`src/design/mrc_pkg.sv`:
```
/*
 * mrc_pkg: command codes, mode-register field positions, reset values and
 * decode constants for the DRAM mode-register configuration block.
 * assumes: pins sampled on the rising edge of CLK, one 14-bit address bus.
 */
package mrc_pkg;
   localparam int ADDR_W = 14;
   localparam int CNT_W = 4;
   // bank-address selects of the mode registers
   localparam logic [2:0] SEL_BASE = 3'h0;
   localparam logic [2:0] SEL_DLL_DRV = 3'h1;
   localparam logic [2:0] SEL_WR_LAT = 3'h2;
   // base mode register fields
   localparam int B_PD_FAST = 12;
   localparam int B_CAS_HI = 6;
   localparam int B_CAS_MID = 5;
   localparam int B_CAS_LO = 4;
   localparam int B_CAS_EXT = 2;
   // first extended register fields
   localparam int F_DLL_OFF = 0;
   localparam int F_DRV_LO = 1;
   localparam int F_DRV_HI = 5;
   localparam int F_NOM_0 = 2;
   localparam int F_NOM_1 = 6;
   localparam int F_NOM_2 = 9;
   localparam int F_AL_LO = 3;
   localparam int F_AL_HI = 4;
   localparam int F_WLEV = 7;
   localparam int F_QOFF = 12;
   // second extended register fields
   localparam int S_PARTIAL_ARRAY_REFRESH_SELECT_LO = 0;
   localparam int S_PARTIAL_ARRAY_REFRESH_SELECT_HI = 2;
   localparam int S_CWL_LO = 3;
   localparam int S_CWL_HI = 5;
   localparam int S_SRT = 7;
   localparam int S_RWR_LO = 9;
   localparam int S_RWR_HI = 10;
   // values after reset
   localparam logic [ADDR_W-1:0] RST_BASE = 14'h0000;
   localparam logic [ADDR_W-1:0] RST_DLL_DRV = 14'h0000;
   localparam logic [ADDR_W-1:0] RST_WR_LAT = 14'h0000;
   // latency constants
   localparam logic [CNT_W-1:0] CWL_BASE = 4'h5;
   localparam logic [CNT_W-1:0] CL_BASE = 4'h4;
   // write termination codes
   localparam logic [1:0] RWR_OFF = 2'h0;
   localparam logic [1:0] RWR_RZQ4 = 2'h1;
   localparam logic [1:0] RWR_RZQ2 = 2'h2;
   // refresh rate multipliers
   localparam logic [1:0] REF_1X = 2'h1;
   localparam logic [1:0] REF_2X = 2'h2;
   typedef enum logic [1:0] {CMD_NONE, CMD_MRS, CMD_RDWR, CMD_OTHER} mrc_cmd_type;
endpackage : mrc_pkg

```
`src/design/mrc_delay_line.sv`:
```
/*
 * mrc_delay_line: holds a posted read or write for the programmed
 * additive-latency cycles, then issues it internally.
 * assumes: same clock as the top; delay of zero passes straight through.
 */
`timescale 1ns/1ns
module mrc_delay_line
   import mrc_pkg::*;
(
   // clock and reset
   input wire logic clk,
   input wire logic reset,
   // posted command in
   input wire logic cmd_in,
   input wire logic cmd_is_write,
   input wire logic [CNT_W-1:0] delay,
   // internal command out
   output logic cmd_out,
   output logic cmd_out_write
);
   localparam int DEPTH = 16;
   logic [DEPTH-1:0] v_reg;
   logic [DEPTH-1:0] v_next;
   logic [DEPTH-1:0] w_reg;
   logic [DEPTH-1:0] w_next;

   // shift line; the command enters at the tap picked by the delay
   always_comb begin
      v_next = {1'b0, v_reg[DEPTH-1:1]};
      w_next = {1'b0, w_reg[DEPTH-1:1]};
      if (cmd_in && delay != 4'h0) begin
         v_next[delay - 4'h1] = 1'b1;
         w_next[delay - 4'h1] = cmd_is_write;
      end
   end

   always_ff @(posedge clk) begin
      if (reset) begin
         v_reg <= '0;
         w_reg <= '0;
      end else begin
         v_reg <= v_next;
         w_reg <= w_next;
      end
   end

   // zero additive delay bypasses the line
   assign cmd_out = (cmd_in && delay == 4'h0) | v_reg[0];
   assign cmd_out_write = (cmd_in && delay == 4'h0) ? cmd_is_write : w_reg[0];
endmodule : mrc_delay_line

```
`src/design/mrc_mode_regs.sv`:
```
/*
 * mrc_mode_regs: mode-register set decode and configuration state.
 * assumes: command pins are registered from the board through three flops;
 * the controller observes all timing waits itself.
 */
`timescale 1ns/1ns
module mrc_mode_regs
   import mrc_pkg::*;
(
   // clock and reset
   input wire logic CLK,
   input wire logic RESET,
   // command pins
   input wire logic CS_N,
   input wire logic RAS_N,
   input wire logic CAS_N,
   input wire logic WE_N,
   input wire logic [2:0] BA,
   input wire logic [ADDR_W-1:0] ADDR,
   // power state indications
   input wire logic SELF_REFRESH,
   input wire logic PRECHARGE_PD,
   input wire logic WRITE_ACTIVE,
   input wire logic ODT_PIN,
   // dll and termination
   output logic DLL_RUN,
   output logic EXIT_SLOW,
   output logic [1:0] DRIVE_IMPEDANCE,
   output logic [2:0] TERM_NOMINAL,
   output logic [1:0] TERM_WRITE,
   output logic TERM_WRITE_ACTIVE,
   output logic OUT_DISABLE,
   output logic WRITE_LEVELING,
   // latencies
   output logic [CNT_W-1:0] READ_TOTAL_DELAY,
   output logic [CNT_W-1:0] WRITE_TOTAL_DELAY,
   output logic INT_CMD,
   output logic INT_CMD_WRITE,
   // refresh
   output logic [1:0] REFRESH_RATE,
   output logic [7:0] BANK_REFRESH_MASK,
   output logic CONFIG_ERROR
);
   localparam int NPIN = 7 + ADDR_W;
   localparam int NSTAT = 4;
   logic [NPIN-1:0] s1_reg;
   logic [NPIN-1:0] s2_reg;
   logic [NPIN-1:0] s3_reg;
   logic [NSTAT-1:0] t1_reg;
   logic [NSTAT-1:0] t2_reg;
   logic [NSTAT-1:0] t3_reg;
   logic [NSTAT-1:0] st_reg;
   logic [NSTAT-1:0] st_next;
   logic [NPIN-1:0] cmd_reg;
   logic [NPIN-1:0] cmd_next;
   logic [NPIN-1:0] last_reg;
   logic [NPIN-1:0] last_next;
   logic [ADDR_W-1:0] base_mode_reg;
   logic [ADDR_W-1:0] base_mode_next;
   logic [ADDR_W-1:0] dll_drive_termination_cfg_reg;
   logic [ADDR_W-1:0] dll_drive_termination_cfg_next;
   logic [ADDR_W-1:0] write_latency_refresh_cfg_reg;
   logic [ADDR_W-1:0] write_latency_refresh_cfg_next;
   mrc_cmd_type cmd_kind;
   logic [CNT_W-1:0] additive_delay;
   logic [CNT_W-1:0] read_cas_delay;
   logic [CNT_W-1:0] write_cas_delay;
   logic self_refresh_extended_range;
   logic [2:0] partial_array_refresh_select;
   logic post_out;
   logic post_out_write;
   logic dll_run_next;
   logic exit_slow_next;
   logic twa_next;
   logic [7:0] bank_mask_next;
   logic cfg_err_next;
   logic [CNT_W-1:0] rtd_next;
   logic [CNT_W-1:0] wtd_next;

   // three-flop pin sampling; a change counts once stages two and three agree
   // the all-ones reset image decodes as a deselect, never as a command
   always_ff @(posedge CLK) begin
      if (RESET) begin
         s1_reg <= {NPIN{1'b1}};
         s2_reg <= {NPIN{1'b1}};
         s3_reg <= {NPIN{1'b1}};
         t1_reg <= '0;
         t2_reg <= '0;
         t3_reg <= '0;
      end else begin
         s1_reg <= {CS_N, RAS_N, CAS_N, WE_N, BA, ADDR};
         s2_reg <= s1_reg;
         s3_reg <= s2_reg;
         t1_reg <= {SELF_REFRESH, PRECHARGE_PD, WRITE_ACTIVE, ODT_PIN};
         t2_reg <= t1_reg;
         t3_reg <= t2_reg;
      end
   end

   // accept a new pin image only when stable; an image held for many cycles
   // is taken once, so a long hold never repeats a posted read or write
   always_comb begin
      cmd_next = {NPIN{1'b1}};
      last_next = last_reg;
      st_next = st_reg;
      if (s2_reg == s3_reg && s3_reg != last_reg) begin
         cmd_next = s3_reg;
         last_next = s3_reg;
      end
      if (t2_reg == t3_reg) begin
         st_next = t3_reg;
      end
   end

   always_ff @(posedge CLK) begin
      if (RESET) begin
         cmd_reg <= {NPIN{1'b1}};
         last_reg <= {NPIN{1'b1}};
         st_reg <= '0;
      end else begin
         cmd_reg <= cmd_next;
         last_reg <= last_next;
         st_reg <= st_next;
      end
   end

   // command classification from the sampled control pins
   // only the four control pins matter here; the address is read later
   always_comb begin
      if (cmd_reg[NPIN-1]) begin
         cmd_kind = CMD_NONE;
      end else if (cmd_reg[NPIN-2:NPIN-4] == 3'h0) begin
         cmd_kind = CMD_MRS;
      end else if (cmd_reg[NPIN-2:NPIN-3] == 2'h2) begin
         cmd_kind = CMD_RDWR;
      end else begin
         cmd_kind = CMD_OTHER;
      end
   end

   // register loads, selected by the bank-address pins
   // a select of three, or one with bank bit two set, is dropped without trace
   always_comb begin
      base_mode_next = base_mode_reg;
      dll_drive_termination_cfg_next = dll_drive_termination_cfg_reg;
      write_latency_refresh_cfg_next = write_latency_refresh_cfg_reg;
      if (cmd_kind == CMD_MRS) begin
         if (cmd_reg[ADDR_W+2:ADDR_W] == SEL_BASE) begin
            base_mode_next = cmd_reg[ADDR_W-1:0];
         end else if (cmd_reg[ADDR_W+2:ADDR_W] == SEL_DLL_DRV) begin
            dll_drive_termination_cfg_next = cmd_reg[ADDR_W-1:0];
         end else if (cmd_reg[ADDR_W+2:ADDR_W] == SEL_WR_LAT) begin
            write_latency_refresh_cfg_next = cmd_reg[ADDR_W-1:0];
         end
      end
   end

   always_ff @(posedge CLK) begin
      if (RESET) begin
         base_mode_reg <= RST_BASE;
         dll_drive_termination_cfg_reg <= RST_DLL_DRV;
         write_latency_refresh_cfg_reg <= RST_WR_LAT;
      end else begin
         base_mode_reg <= base_mode_next;
         dll_drive_termination_cfg_reg <= dll_drive_termination_cfg_next;
         write_latency_refresh_cfg_reg <= write_latency_refresh_cfg_next;
      end
   end

   // field extraction and latency arithmetic
   // sums stay four bits wide; settings past the supported bins wrap around
   always_comb begin
      additive_delay = 4'h0;
      read_cas_delay = CL_BASE + {1'b0, base_mode_reg[B_CAS_HI:B_CAS_LO]}
         + {3'h0, base_mode_reg[B_CAS_EXT]};
      write_cas_delay = CWL_BASE
         + {1'b0, write_latency_refresh_cfg_reg[S_CWL_HI:S_CWL_LO]};
      // additive delay 0, CL-1 or CL-2; the reserved code reads as zero
      case (dll_drive_termination_cfg_reg[F_AL_HI:F_AL_LO])
         2'h1: additive_delay = read_cas_delay - 4'h1;
         2'h2: additive_delay = read_cas_delay - 4'h2;
         default: additive_delay = 4'h0;
      endcase
      self_refresh_extended_range = write_latency_refresh_cfg_reg[S_SRT];
      partial_array_refresh_select = write_latency_refresh_cfg_reg[S_PARTIAL_ARRAY_REFRESH_SELECT_HI:S_PARTIAL_ARRAY_REFRESH_SELECT_LO];
      rtd_next = additive_delay + read_cas_delay;
      wtd_next = additive_delay + write_cas_delay;
   end

   // dll state: off when disabled, during self-refresh, or frozen on slow exit
   // status pins pass the same filter, so the dll follows them a few cycles late
   always_comb begin
      exit_slow_next = ~base_mode_reg[B_PD_FAST];
      dll_run_next = ~dll_drive_termination_cfg_reg[F_DLL_OFF]
         && !st_reg[3]
         && !(st_reg[2] && !base_mode_reg[B_PD_FAST]);
   end

   // write termination: applies during writes regardless of nominal value,
   // but never while leveling; dll is needed only for this path
   always_comb begin
      twa_next = st_reg[1] && st_reg[0]
         && write_latency_refresh_cfg_reg[S_RWR_HI:S_RWR_LO] != RWR_OFF
         && !dll_drive_termination_cfg_reg[F_WLEV]
         && dll_run_next;
      cfg_err_next = (write_latency_refresh_cfg_reg[S_RWR_HI:S_RWR_LO] == 2'h3)
         || write_latency_refresh_cfg_reg[S_CWL_HI];
   end

   // refreshed bank mask; banks outside it may lose data in self-refresh
   always_comb begin
      case (partial_array_refresh_select)
         3'h0: bank_mask_next = 8'hff;
         3'h1: bank_mask_next = 8'h0f;
         3'h2: bank_mask_next = 8'h03;
         3'h3: bank_mask_next = 8'h01;
         3'h4: bank_mask_next = 8'hfc;
         3'h5: bank_mask_next = 8'hf0;
         3'h6: bank_mask_next = 8'hc0;
         default: bank_mask_next = 8'h80;
      endcase
   end

   // posted read/write held for the additive delay
   // a zero additive delay passes the command on in its decode cycle;
   // the write flag follows the write-enable pin of the same image
   mrc_delay_line u_post (
      .clk(CLK),
      .reset(RESET),
      .cmd_in(cmd_kind == CMD_RDWR),
      .cmd_is_write(~cmd_reg[NPIN-4]),
      .delay(additive_delay),
      .cmd_out(post_out),
      .cmd_out_write(post_out_write)
   );

   // registered outputs
   // every output is a flop; derived values trail the register load by one
   always_ff @(posedge CLK) begin
      if (RESET) begin
         DLL_RUN <= 1'b0;
         EXIT_SLOW <= 1'b1;
         DRIVE_IMPEDANCE <= 2'h0;
         TERM_NOMINAL <= 3'h0;
         TERM_WRITE <= 2'h0;
         TERM_WRITE_ACTIVE <= 1'b0;
         OUT_DISABLE <= 1'b0;
         WRITE_LEVELING <= 1'b0;
         // latencies of the all-zero registers, so no cycle shows a zero delay
         READ_TOTAL_DELAY <= CL_BASE;
         WRITE_TOTAL_DELAY <= CWL_BASE;
         INT_CMD <= 1'b0;
         INT_CMD_WRITE <= 1'b0;
         REFRESH_RATE <= REF_1X;
         BANK_REFRESH_MASK <= 8'hff;
         CONFIG_ERROR <= 1'b0;
      end else begin
         DLL_RUN <= dll_run_next;
         EXIT_SLOW <= exit_slow_next;
         DRIVE_IMPEDANCE <= {dll_drive_termination_cfg_reg[F_DRV_HI],
            dll_drive_termination_cfg_reg[F_DRV_LO]};
         TERM_NOMINAL <= {dll_drive_termination_cfg_reg[F_NOM_2],
            dll_drive_termination_cfg_reg[F_NOM_1], dll_drive_termination_cfg_reg[F_NOM_0]};
         TERM_WRITE <= write_latency_refresh_cfg_reg[S_RWR_HI:S_RWR_LO];
         TERM_WRITE_ACTIVE <= twa_next;
         OUT_DISABLE <= dll_drive_termination_cfg_reg[F_QOFF];
         WRITE_LEVELING <= dll_drive_termination_cfg_reg[F_WLEV];
         READ_TOTAL_DELAY <= rtd_next;
         WRITE_TOTAL_DELAY <= wtd_next;
         INT_CMD <= post_out;
         INT_CMD_WRITE <= post_out_write;
         REFRESH_RATE <= self_refresh_extended_range ? REF_2X : REF_1X;
         BANK_REFRESH_MASK <= bank_mask_next;
         CONFIG_ERROR <= cfg_err_next;
      end
   end
endmodule : mrc_mode_regs

```
`config.mk`:
```
export PLATFORM = sky130hd
export DESIGN_NAME = mrc_mode_regs
export DESIGN_NICKNAME = d
export VERILOG_FILES = /design/src/design/mrc_pkg.sv /design/src/design/mrc_delay_line.sv /design/src/design/mrc_mode_regs.sv
export SDC_FILE = /design/constraint.sdc
export NUM_CORES = 1
export LEC_CHECK = 0
export BUFFER_PORTS_ARGS = -buffer_cell sky130_fd_sc_hd__clkbuf_2
export CAP_MARGIN = 5
export CORE_UTILIZATION = 30
export DETAILED_ROUTE_END_ITERATION = 6
export GPL_ROUTABILITY_DRIVEN = 0
export PLACE_DENSITY = 0.45
export SYNTH_ARGS = -nofsm -noshare
export SYNTH_HDL_FRONTEND = slang
export SYNTH_HIERARCHICAL = 1
export SYNTH_SLANG_ARGS = --single-unit
```
`constraint.sdc`:
```
create_clock -name CLK -period 3.95 [get_ports CLK]
set_input_delay 0.79 -clock CLK [delete_from_list [all_inputs] [get_ports CLK]]
set_output_delay 0.79 -clock CLK [all_outputs]
set_load 0.01 [all_outputs]
```
==> impl_metrics.yaml <==
global_route:
  gr-max-usage-layer: "met2"
  grt_max_degree: 79
  met1_usage: 0.137
  antenna_found_initial: 0
  grt.total_usage: 0.108
  grt_pass1_vias: 4601
  grt_overflow: 0
  grt_pass1_wl_um: 21900
  grt_use_met3: 0.0235
  met2_usage: 0.180
place:
  placed_cell_area_um2: 7890
  io_buffers: 59
  dp_hpwl_um: 8650
cells_and_area:
  final_nets: 796
  diodes: 0
  final_common_cell: "dfxtp_1"
  final_cell_mix: "dfxtp_1, nor2_1, or2_2, mux2i_1, clkbuf_2"
  final_area_um2: 8680
  drive_above_1_share: 0.232
  syn2layout_area_growth_pct: 18.6
floorplanning:
  dieArea_um2: 25000
  io_pins: 60
  initial_core_util: 0.309
  rows: 56
  dieWidth_um: 158
  fp.dieH_um: 158
  core_area_um2: 23700
synth:
  synthesis.area_um2: 7320
  ys_ff_latch: 205
  netlist_instances: 702
  synthDominantCellAreaShare: 0.561
  synth_top_area_cell: "dfxtp_1"
  synthArstFlopShare: 0
  synth_area_leaders: "dfxtp_1, mux2i_1, or2_2"
  synthFlopType: "dfxtp_1"
  synth_warnings: 6
  synth-edff-count: 0
  synth_cell_types: 46
  syn_avg_cell_area_um2: 10.4
  synth-seq-area-share: 0.561
detailed_routing:
  totalWireLength_um: 12900
  vias: 4485
  wl_per_cell_um: 11.8
  vias_per_cell: 4.11
  drt_iter0_drc: 170
  drtAntennaViolNets: 0
  drc: 0
  drtPass1Iterations: 4
setup_path:
  crit_required_ps: 4320
  arrival_ps: 3520
  cp_max_fo: 11
  crit_start: "base_mode_reg[2]"
  critPathKind: "reg -> reg"
  start_kind: "flop"
  critPathCaptureType: "flop"
  r2r_start: "base_mode_reg[2]"
power:
  power_density_nw_per_um2: 506
  max-vdd-ir-drop_mv: 0.246
  p_leak_uw: 0.00341
clock_network:
  cts_tree: "done"
  root_buffer: "clkbuf_16"
  ctsHoldBuffers: 0
  cts_resized: 0
  cts_sinks: 205
  htree_levels: 1
  cts.clk_slew.worst_paths_ps: 60
  clock_latency_ps: 510
  cts_buffer_depth: 3
  cts_buffers: 23
  postCtsSetupBuffers: 0
timing:
  tightest_slew_ps: 1190
  setup_violations: 0
  setup_tns_ps: 0
  slew_headroom: 0.201
  drv_slew: 0
  grt_setup_unrepaired: "no"
  min_period_over_period: 0.797
  fin_skew_ps: 26.1
  post-route-min-period_ps: 3150
  fmax_mhz: 317
  hold_viol: 0
status:
  status: "finished, final reports clean"
worst_hold_path:
  hold_path.class: "reg -> reg"
  hold_start: "s1_reg[14]"
job:
  maxCapViolations: 0
-- worst max-delay path, stage by stage, from the launching register on --
cell,delay (ps)
dfxtp_1,320
ha_1,210
ha_1,350
inv_1,110
ha_1,300
inv_1,40
a22oi_1,200
nor2_1,60
buf_4,180
ha_1,280
ha_1,210
fa_1,380
xor2_1,190
xnor2_1,130
nor2_1,50
-- synth_stat cells (all sizes together) (3+ instances only) --
cell type / count
dfxtp: 205
nor2: 91
or2: 67
mux2i: 64
nand2: 31
xnor2: 29
nor2b: 28
xor2: 24
clkbuf: 21
nand2b: 21
a21oi: 20
inv: 20
buf: 16
ha: 13
nand3: 6
nand4: 6
nor3: 5
nor4: 5
nor3b: 4
a21o: 3
-- through the flow --
stage | utilization | hold slack (ps) | instances | setup WS [ps] | total power [uW]
2_1_floorplan | - | 383 | 703 | 1070 | 2260
3_3_place_gp | 0.333 | 396 | 1048 | 919 | 2290
3_5_place_dp | 0.333 | 394 | 1048 | 812 | 2300
4_1_cts | 0.366 | 408 | 1090 | 791 | 4470
5_1_grt | 0.366 | 412 | 1090 | 563 | 4560
6_report | 0.366 | 408 | 1090 | 800 | 4390
-- cell families (layout without fill, tap and decap cells) --
logic type,after synthesis,in the layout,share of synthesized area
AOI/OAI and AO/OA,34,34,0.0284
xor gates and xnor gates,53,53,0.0634
adders and majority gates,15,15,0.0277
buffers and inverters,57,125,0.0359
DFF,205,205,0.561
muxes,65,65,0.0891
other,1,2,0.000512
and+or+nand+nor,272,272,0.194
-- final cells by class --
| class | instances | area (um^2) |
|---|---|---|
| tap | 319 | 399 |
| inverter | 20 | 75.1 |
| timing repair buffer | 63 | 340 |
| fill | 2426 | 15000 |
| clock inverter | 12 | 123 |
| multi-input combinational | 441 | 2970 |
| clock buffer | 30 | 662 |
| sequential | 205 | 4100 |
-- path summary, 6_finish.rpt --
check	end	slack, ps	cells past startpoint
min	s2_reg[14]	410	1
min reg2reg	s2_reg[14]	410	1
max reg2reg	WRITE_TOTAL_DELAY[3]	800	14
max	WRITE_TOTAL_DELAY[3]	800	14
-- report_power, final --
part / internal [uW] / leakage (uW) / switching [uW] / total [uW]
Clock: 1310 / 0.000388 / 832 / 2140
Combinational: 59.4 / 0.00135 / 64.4 / 124
Sequential: 2110 / 0.00167 / 18.5 / 2120
-- metal layers --
layer | part of all wire | vias to the layer above
met1 | 0.49 | 2030
met4 | 0.028 | 0
met3 | 0.043 | 26
met2 | 0.44 | 78
li1 | - | 2351
met5 | 0 | -
Power figures use the tool's default switching activity.
